**config.mk**
```make
export PLATFORM = sky130hd
export DESIGN_NAME = gpiop_port
export DESIGN_NICKNAME = d
export VERILOG_FILES = /design/src/rtl/gpiop_port.v
export VERILOG_INCLUDE_DIRS = /design/src /design/src/rtl
export SDC_FILE = /design/constraint.sdc
export NUM_CORES = 1
export LEC_CHECK = 0
export BUFFER_PORTS_ARGS = -buffer_cell sky130_fd_sc_hd__buf_2
export CAP_MARGIN = 20
export CORE_MARGIN = 4
export CORE_UTILIZATION = 40
export DETAILED_ROUTE_END_ITERATION = 12
export HOLD_SLACK_MARGIN = 0.05
export PLACE_DENSITY = 0.69
export SLEW_MARGIN = 20
export SYNTH_ARGS = -nofsm -noshare
export SYNTH_HDL_FRONTEND = slang
export SYNTH_SLANG_ARGS = --single-unit
```
**constraint.sdc**
```tcl
create_clock -name pclk -period 2.7 [get_ports pclk]
set_clock_uncertainty 0.05 [all_clocks]
set_input_delay 0.54 -clock pclk [delete_from_list [all_inputs] [get_ports pclk]]
set_output_delay 0.54 -clock pclk [all_outputs]
set_load 0.005 [all_outputs]
```
**src/rtl/gpiop_defines.vh**
```
`ifndef GPIOP_DEFINES_VH
`define GPIOP_DEFINES_VH

// apb byte offsets, one aligned word each
`define GPIOP_OFS_DIRECTION  12'h000
`define GPIOP_OFS_LEVEL      12'h004
`define GPIOP_OFS_LATCH      12'h008
`define GPIOP_OFS_THRESHOLD  12'h00C
`define GPIOP_OFS_OPEN_DRAIN 12'h010
`define GPIOP_OFS_SLEW       12'h014
`define GPIOP_OFS_ANALOG     12'h018
`define GPIOP_OFS_PULLUP     12'h01C

// address decode width
`define GPIOP_ADDR_W         12

// reset values, port is 8 pins wide
`define GPIOP_RST_DIRECTION  8'hFF
`define GPIOP_RST_LATCH      8'h00
`define GPIOP_RST_THRESHOLD  8'h00
`define GPIOP_RST_OPEN_DRAIN 8'h00
`define GPIOP_RST_SLEW       8'h00
`define GPIOP_RST_ANALOG     8'hFF
`define GPIOP_RST_PULLUP     8'h00

// register data field position
`define GPIOP_FLD_LSB        0
`define GPIOP_FLD_MSB        7

// misc constants
`define GPIOP_ZERO32         32'h0000_0000
`define GPIOP_ZERO8          8'h00
`define GPIOP_ONES8          8'hFF

`endif

```
**src/rtl/gpiop_port.v**
```verilog
// Contract
// - port holds direction, level, latch, threshold, open-drain, slew regs
// - analog select and weak pull-up exist only when enabled by parameter
// - enabled peripheral owns its pin driver; the pin level stays readable
// - writing the latch register updates the latch like a level write
// - latch read returns stored latch; level read returns pin levels
// - analog select bit set disables that pin's digital input buffer
// - port is eight bidirectional pins: direction, latch, level per pin
// - direction one makes the pin an input, driver off
// - direction zero drives the latch bit onto the pin
// - level writes replace the latch: pin sample masked out, data latched
// - direction still controls drivers on analog pins
// - analog pins read zero through the level register
// - open-drain set: drive low for zero, release for one
// - open-drain clear: push-pull drives both levels
// - open-drain is selected per pin independently
// - analog select one means analog, zero digital; resets to one
`timescale 1ns/1ns
`default_nettype none
`include "gpiop_defines.vh"

module gpiop_port #(
    parameter WIDTH      = 8,
    parameter HAS_ANALOG = 1,
    parameter HAS_PULLUP = 1
) (
    // apb clock and reset
    input  wire             pclk,
    input  wire             presetn,
    // apb slave
    input  wire             psel,
    input  wire             penable,
    input  wire             pwrite,
    input  wire [31:0]      paddr,
    input  wire [31:0]      pwdata,
    input  wire [3:0]       pstrb,
    output reg  [31:0]      prdata,
    output wire             pready,
    output reg              pslverr,
    // peripheral override, same clock domain
    input  wire [WIDTH-1:0] periph_en,
    input  wire [WIDTH-1:0] periph_out,
    input  wire [WIDTH-1:0] periph_oe,
    // pin levels seen by peripherals
    output reg  [WIDTH-1:0] pin_level_out,
    // pads
    input  wire [WIDTH-1:0] pad_in,
    output reg  [WIDTH-1:0] pad_out,
    output reg  [WIDTH-1:0] pad_oe,
    output reg  [WIDTH-1:0] pad_ibuf_dis,
    output reg  [WIDTH-1:0] pad_pullup_en,
    output reg  [WIDTH-1:0] pad_threshold,
    output reg  [WIDTH-1:0] pad_slew_limit
);

////////////////////////////////////////////////////////////////////////////
// pad input synchroniser

reg  [WIDTH-1:0] pin_meta_q;
reg  [WIDTH-1:0] pin_sync_q;

// pad levels are asynchronous to pclk
// first stage is read only by the second
always @(posedge pclk or negedge presetn)
begin
    if (!presetn)
    begin
        pin_meta_q <= {WIDTH{1'b0}};
        pin_sync_q <= {WIDTH{1'b0}};
    end
    else
    begin
        pin_meta_q <= pad_in;
        pin_sync_q <= pin_meta_q;
    end
end

////////////////////////////////////////////////////////////////////////////
// registers

reg  [WIDTH-1:0] pin_direction_reg_q;
reg  [WIDTH-1:0] output_latch_reg_q;
reg  [WIDTH-1:0] input_threshold_reg_q;
reg  [WIDTH-1:0] open_drain_select_reg_q;
reg  [WIDTH-1:0] slew_limit_reg_q;
reg  [WIDTH-1:0] analog_select_reg_q;
reg  [WIDTH-1:0] weak_pullup_reg_q;

wire [WIDTH-1:0] analog_eff;
wire [WIDTH-1:0] pullup_eff;
wire [WIDTH-1:0] pin_level_reg;

// absent registers behave as all digital, no pull-up
assign analog_eff = (HAS_ANALOG != 0) ? analog_select_reg_q
                                      : {WIDTH{1'b0}};
assign pullup_eff = (HAS_PULLUP != 0) ? weak_pullup_reg_q
                                      : {WIDTH{1'b0}};

// disabled input buffer reads as zero
assign pin_level_reg = pin_sync_q & ~analog_eff;

////////////////////////////////////////////////////////////////////////////
// apb decode

wire [`GPIOP_ADDR_W-1:0] addr;
wire                     setup_ph;
wire                     wr_en;
reg                      addr_hit;
wire                     upper_zero;

assign addr     = paddr[`GPIOP_ADDR_W-1:0];
// every address bit above the decoded window must be zero to hit
assign upper_zero = (paddr[31:`GPIOP_ADDR_W]
                     == {(32-`GPIOP_ADDR_W){1'b0}});
assign setup_ph = psel & ~penable;
// zero wait state slave
assign pready   = 1'b1;
// lane 0 carries all data; other lanes are ignored
assign wr_en    = psel & penable & pready & pwrite & pstrb[0];

always @*
begin
    case (addr)
        `GPIOP_OFS_DIRECTION,
        `GPIOP_OFS_LEVEL,
        `GPIOP_OFS_LATCH,
        `GPIOP_OFS_THRESHOLD,
        `GPIOP_OFS_OPEN_DRAIN,
        `GPIOP_OFS_SLEW:
            addr_hit = upper_zero;
        `GPIOP_OFS_ANALOG:
            addr_hit = upper_zero
                       && (HAS_ANALOG != 0);
        `GPIOP_OFS_PULLUP:
            addr_hit = upper_zero
                       && (HAS_PULLUP != 0);
        default:
            // misaligned or unknown offsets are refused
            addr_hit = 1'b0;
    endcase
end

////////////////////////////////////////////////////////////////////////////
// register writes

wire [WIDTH-1:0] wdata;
wire             wr_hit;

assign wdata  = pwdata[WIDTH-1:0];
assign wr_hit = wr_en & addr_hit;

always @(posedge pclk or negedge presetn)
begin
    if (!presetn)
    begin
        // all inputs after reset, so nothing is driven before setup
        pin_direction_reg_q     <= `GPIOP_RST_DIRECTION;
        output_latch_reg_q      <= `GPIOP_RST_LATCH;
        input_threshold_reg_q   <= `GPIOP_RST_THRESHOLD;
        open_drain_select_reg_q <= `GPIOP_RST_OPEN_DRAIN;
        slew_limit_reg_q        <= `GPIOP_RST_SLEW;
        analog_select_reg_q     <= `GPIOP_RST_ANALOG;
        weak_pullup_reg_q       <= `GPIOP_RST_PULLUP;
    end
    else if (wr_hit)
    begin
        case (addr)
            `GPIOP_OFS_DIRECTION:
                pin_direction_reg_q <= wdata;
            `GPIOP_OFS_LEVEL:
                // full byte written, so the merged pin sample is replaced
                output_latch_reg_q <= (pin_level_reg & ~{WIDTH{1'b1}})
                                      | wdata;
            `GPIOP_OFS_LATCH:
                output_latch_reg_q <= wdata;
            `GPIOP_OFS_THRESHOLD:
                input_threshold_reg_q <= wdata;
            `GPIOP_OFS_OPEN_DRAIN:
                open_drain_select_reg_q <= wdata;
            `GPIOP_OFS_SLEW:
                slew_limit_reg_q <= wdata;
            `GPIOP_OFS_ANALOG:
                analog_select_reg_q <= wdata;
            `GPIOP_OFS_PULLUP:
                weak_pullup_reg_q <= wdata;
            default:
                pin_direction_reg_q <= pin_direction_reg_q;
        endcase
    end
end

////////////////////////////////////////////////////////////////////////////
// register reads, captured in the setup cycle

reg  [WIDTH-1:0] rd_mux;

always @*
begin
    case (addr)
        `GPIOP_OFS_DIRECTION:  rd_mux = pin_direction_reg_q;
        `GPIOP_OFS_LEVEL:      rd_mux = pin_level_reg;
        `GPIOP_OFS_LATCH:      rd_mux = output_latch_reg_q;
        `GPIOP_OFS_THRESHOLD:  rd_mux = input_threshold_reg_q;
        `GPIOP_OFS_OPEN_DRAIN: rd_mux = open_drain_select_reg_q;
        `GPIOP_OFS_SLEW:       rd_mux = slew_limit_reg_q;
        `GPIOP_OFS_ANALOG:     rd_mux = analog_eff;
        `GPIOP_OFS_PULLUP:     rd_mux = pullup_eff;
        default:               rd_mux = {WIDTH{1'b0}};
    endcase
end

// read data is a flop, so it is loaded one cycle early
always @(posedge pclk or negedge presetn)
begin
    if (!presetn)
    begin
        prdata  <= `GPIOP_ZERO32;
        pslverr <= 1'b0;
    end
    else if (setup_ph)
    begin
        pslverr <= ~addr_hit;
        if (!pwrite && addr_hit)
        begin
            prdata <= {{(32-WIDTH){1'b0}}, rd_mux};
        end
        else
        begin
            // refused accesses read zero so no stale value reaches software
            prdata <= `GPIOP_ZERO32;
        end
    end
end

////////////////////////////////////////////////////////////////////////////
// pad drive

reg  [WIDTH-1:0] drv_out_d;
reg  [WIDTH-1:0] drv_oe_d;
integer          i;

always @*
begin
    drv_out_d = {WIDTH{1'b0}};
    drv_oe_d  = {WIDTH{1'b0}};
    for (i = 0; i < WIDTH; i = i + 1)
    begin
        if (periph_en[i])
        begin
            // general purpose latch cannot reach this pin
            drv_out_d[i] = periph_out[i];
            drv_oe_d[i]  = periph_oe[i];
        end
        else if (pin_direction_reg_q[i])
        begin
            // analog pins get no exception here
            drv_oe_d[i] = 1'b0;
        end
        else if (open_drain_select_reg_q[i])
        begin
            // a one releases the pin; pull-up or outside sets the level
            drv_out_d[i] = 1'b0;
            drv_oe_d[i]  = ~output_latch_reg_q[i];
        end
        else
        begin
            drv_out_d[i] = output_latch_reg_q[i];
            drv_oe_d[i]  = 1'b1;
        end
    end
end

// pads see configuration one cycle after the write
always @(posedge pclk or negedge presetn)
begin
    if (!presetn)
    begin
        pad_out        <= {WIDTH{1'b0}};
        pad_oe         <= {WIDTH{1'b0}};
        // a port without analog select never disables its input buffers
        pad_ibuf_dis   <= (HAS_ANALOG != 0) ? {WIDTH{1'b1}}
                                            : {WIDTH{1'b0}};
        pad_pullup_en  <= {WIDTH{1'b0}};
        pad_threshold  <= {WIDTH{1'b0}};
        pad_slew_limit <= {WIDTH{1'b0}};
        pin_level_out  <= {WIDTH{1'b0}};
    end
    else
    begin
        pad_out        <= drv_out_d;
        pad_oe         <= drv_oe_d;
        pad_ibuf_dis   <= analog_eff;
        // pull-up only on pins not driven
        pad_pullup_en  <= pullup_eff & ~drv_oe_d;
        pad_threshold  <= input_threshold_reg_q;
        pad_slew_limit <= slew_limit_reg_q;
        pin_level_out  <= pin_level_reg;
    end
end

endmodule
`default_nettype wire

```
# ---- After elaboration in Yosys (flattened, before gate mapping)
# Index checks and enable logic that the tools add are counted.
dict set report totals {
  elab_cells 108
  regBits 161
  output_inout_bits 90
  inputBits 105
}
dict set report classes {
  n_reduce_logical 13
  n_mux 51
  bitwise_logic 19
  eq_ne 7
}
# operator n
set ops {}
lappend ops {{$pmux 8 s8} 1}
lappend ops {{$mux 1} 49}
lappend ops {{$eq 12x5->1 const B} 4}
lappend ops {{$eq 12x4->1 const B} 2}
lappend ops {{$logic_not 20->1} 1}
lappend ops {{$and 8x8->8} 2}
lappend ops {{$not 8->8} 2}
lappend ops {{$reduce_and 2->1} 7}
lappend ops {{$eq 12x3->1 const B} 1}
lappend ops {{$logic_not 12->1} 1}
lappend ops {{$not 1->1} 10}
lappend ops {{$mux 8} 1}
lappend ops {{$reduce_or 8->1} 1}
lappend ops {{$and 1x1->1} 5}
lappend ops {{$reduce_or 2->1} 1}
lappend ops {{$logic_and 1x1->1} 1}
lappend ops {{$logic_not 1->1} 1}

# ---- Depth between registers and ports, before layout
dict set report depth {
  ltp_word 6
  ltp_mapped 6
  ltp_nobuf 4
}

# ---- Worst setup path before layout
# Ideal clock, no wire load.
dict set report synth_timing {
  path_kind {input to register}
  from {in paddr[14]}
  to {reg input_threshold_reg_q[0]}
  slack_ns 0.337
  t_arrival_ns 2.188
  required_ns 2.525
  setup_ns 0.125
  n_path_buf 0
  path_stages 4
  cell_sequence {nor4_2 nand4_4 nor4_4 mux2_4}
}
dict set report synth_between {
  elab_chain_len 4
}
# item line_no
set synth_rtl {}
lappend synth_rtl {{start, declared} gpiop_port.v:34} ;# input wire [31:0] paddr,
lappend synth_rtl {{$logic_not 20->1} gpiop_port.v:113} ;# assign upper_zero = (paddr[31:`GPIOP_ADDR_W]
lappend synth_rtl {{$mux 1} gpiop_port.v:123} ;# case (addr)
lappend synth_rtl {{$and 1x1->1} gpiop_port.v:150} ;# assign wr_hit = wr_en & addr_hit;
lappend synth_rtl {{$reduce_and 2->1 (no source line)} --}
lappend synth_rtl {{end signal, assigned} gpiop_port.v:159} ;# input_threshold_reg_q <= `GPIOP_RST_THRESHOLD;
lappend synth_rtl {{end signal, assigned} gpiop_port.v:177} ;# input_threshold_reg_q <= wdata;
lappend synth_rtl {{end, declared} gpiop_port.v:83} ;# reg [WIDTH-1:0] input_threshold_reg_q;
# Every way passes these cells.
# A chain may end at the register's enable or synchronous reset.

# ---- Worst setup path after layout
dict set report layout_timing {
  from {in paddr[14]}
  to {reg open_drain_select_reg_q[1]}
}
dict set report layout_between {
  elab_chain_len 4
}
# item line_no
set layout_rtl {}
lappend layout_rtl {{$logic_not 20->1} gpiop_port.v:113}
lappend layout_rtl {{$mux 1} gpiop_port.v:123}
lappend layout_rtl {{$and 1x1->1} gpiop_port.v:150}
lappend layout_rtl {{$reduce_and 2->1 (no source line)} --}
lappend layout_rtl {{end signal, assigned} gpiop_port.v:160} ;# open_drain_select_reg_q <= `GPIOP_RST_OPEN_DRAIN;
lappend layout_rtl {{end signal, assigned} gpiop_port.v:179} ;# open_drain_select_reg_q <= wdata;
lappend layout_rtl {{end, declared} gpiop_port.v:84} ;# reg [WIDTH-1:0] open_drain_select_reg_q;
# Every way passes these cells.

==> summary.md <==
| Metric | Value |
|---|---|
| Starting density of the core | 40.6% |
| Die height | 126 µm |
| RSZ-0062 raised after global routing | false |
| Largest net degree at the start of global routing | 58 |
| Critical Path Stages | 6 |
| Post-CTS Repair Setup Buffers | 0 |
| I/O Buffers | 142 |
| Worst hold stages | 1 |
| Largest family of logic cells by synthesized area | multiplexers |
| CTS Buf Count | 17 |
| Synth async-reset ratio | 100% |
| Worst hold path startpoint | pad_in[7] |
| Final setup fails | 0 |
| Avg Cell Area, Syn | 15.7 µm² |
| Cell with the most instances after synthesis | dfrtp_1 |
| Synth Area in Adders | 0% |
| Worst R2R Start | analog_eff[0] |
| Vias in the first global route | 3,665 |
| Post-synthesis sequential area ratio | 61.6% |
| Gr ovfl total | 0 |
| Max Fclk | 0.479 GHz |
| Core Area | 0.0138 mm² |
| Final Hold Slack | 0.178 ns |
| Setup_tns | 0 ns |
| Fin nets | 642 |
| Yosys cell types | 35 |
| CTS H-tree depth | 4 |
| Crit path max fanout | 9 |
| Compound-Gate Fraction of Synth Area | 5.37% |
| DRT Pass-1 Iters | 4 |
| Buf/Inv on CP | 2 |
| Status | finished clean |
| Multiplexer share of the synthesized area | 19.0% |
| Critical-path cell list | buf_2, nor4_2, nand4_4, nor4_4, buf_4, mux2_2 |
| Mapped Area | 0.00562 mm² |
| Post-route DRC | 0 |
| Die area | 0.0160 mm² |
| Post-synthesis register bit count | 137 |
| # IOs | 195 |
| Commonest cells post-synth | 113 x dfrtp_1, 55 x mux2_2, 25 x buf_4 |
| Root Driver | clkbuf_16 |
| Main synth FF type | dfrtp_1 |
| Main area contributors after synthesis | dfrtp_1 50%, dfstp_2 11%, mux2_2 11% |
| FP Rows | 43 |
| Delay-heaviest family, CP | simple AND/OR/NAND/NOR gates |
| GRT Overall Usage | 16.2% |
| Crit path kind | input pin to flip-flop |
| CTS tree | done |
| Clock Sink Count | 137 |
| CP arrival | 2.33 ns |
| Worst-path clk slew | 0.06 ns |
| Top cell type's share of synthesized area | 50.3% |
| Final wirelength | 12,600 µm |
| Synth-to-Final Area Change | 30.7% |
| Simple-gate portion of the synthesized area | 9.24% |
| Gp weighted congestion | 0.748 |
| Slowest cell on crit path | nor4_4 |
| Hold Vio Cnt, Final | 0 |
| Highest cell delay on the worst timing path | 0.41 ns |
| Pwr dens | 677 mW/mm² |
| Max-cap violation count | 0 |
| Post-Place Cells | 697 |
| Leak pwr | 3.70 nW |
| Tcrit/Tclk final | 77.3% |
| Layout Cells excl Fill | 730 |
| First-pass GRT wire length | 19,900 µm |
| N_diodes | 0 |
| Final worst path period need | 2.09 ns |
| First DRT Iteration DRCs | 164 |
| Critical Path RT | 2.94 ns |
| Worst min path class | input pin to flip-flop |
| Slew Viols, Final | 0 |
| Worst r2r path cells | 4 |
| Slew margin rel. | 58.1% |
| Vias per inst | 4.84 |
| Die span in x | 126 µm |
| Routed Antenna Nets | 0 |
| VDD IR max | 540 µV |
| Clock buffer depth | 2 |
| CTS Hold Bufs | 1 |
| Synth Warn # | 0 |
| DR vias | 3,531 |
| Initial antenna violation count | 0 |
| Worst Setup End Kind | flip-flop |
| DR WL/cell | 17.3 µm |
| Crit path from | paddr[14] |
| Hpwl dp | 9210 µm |
| Clk_lat worst skew | 0.41 ns |
| Worst-margin pin slew | 0.628 ns |
| Startpoint Class | input pin |
| Post-synthesis xor/xnor area fraction | 0.156% |
| Fraction of layout cells with a size suffix above 1 | 58.0% |
| Post-synth top area cell | dfrtp_1 |
| CTS resizes | 0 |
| Cells after synthesis | 357 |
| EDFF count, synth | 0 |
## cell type report
type	count	area (µm²)
Sequential cell	137	3460
Clock inverter	11	218
Tap cell	180	225
Multi-Input combinational cell	200	1990
Timing Repair Buffer	172	957
Fill cell	1166	6490
Clock buffer	21	460
Inverter	9	33.8
## metal layers
metal | wire length (µm) | share of wire, % | vias up | GRT usage, %
met5 | 0 | 0 | - | 0
met1 | 5390 | 43 | 1767 | 21.3
li1 | - | - | 1624 | -
met3 | 831 | 6.6 | 20 | 5.47
met4 | 190 | 1.5 | 0 | 5.62
met2 | 6230 | 49 | 120 | 25.2
## worst register-to-register path, stage by stage, from the launching register on
cell and delay, ns:
dfstp_2 0.56, nor2b_1 0.08, mux4_2 0.45, mux2_2 0.27
a22o_1 0.19
## worst paths after layout
kind                                         endpoint  slack (ns)
max reg2reg                                 prdata[0]        0.99
min                                     pin_meta_q[7]        0.18
max                        open_drain_select_reg_q[1]        0.61
min reg2reg                             pin_sync_q[0]        0.30
min in group asynchronous            pad_pullup_en[3]        0.58
max in group asynchronous             pad_ibuf_dis[5]        1.20
## layout by cell type (no fill, tap or decap), types with 4 or more instances in the layout
master,count
nor2b_1,17
buf_2,141
nor4_4,7
nand3b_1,4
bufinv_16,6
clkbuf_16,17
buf_4,28
dfstp_2,24
inv_1,9
mux2_4,8
a21o_1,8
o41ai_1,8
a22o_1,8
nor4_2,5
mux4_2,14
mux2_2,55
a211oi_1,9
conb_1,25
nand2_1,11
dfrtp_1,113
## through the flow
stage | area [µm²] | utilization [%] | worst slack (ns) | total power [mW]
global placement | 6650 | 48.1 | 0.185 | 2.38
floorplan | 5700 | - | 0.337 | 2.25
global route | 7340 | 53.1 | 0.532 | 5.15
detailed placement | 6650 | 48.1 | 0.178 | 2.39
CTS | 7340 | 53.1 | 0.613 | 5.03
finish | 7340 | 53.1 | 0.612 | 4.97
## cells by family after synthesis
family | count (synthesis)
DFF | 137
muxes | 78
and+or+nand+nor | 58
buffers and inverters | 43
AOI/OAI and AO/OA | 38
other | 2
xor gates and xnor gates | 1
## report_power, final
part	total (mW)	internal [mW]	switching, mW
logic	0.250	0.103	0.147
clock network	2.62	1.78	0.841
registers	2.10	2.09	0.00782
No activity file was read; power rests on OpenSTA's default activity.
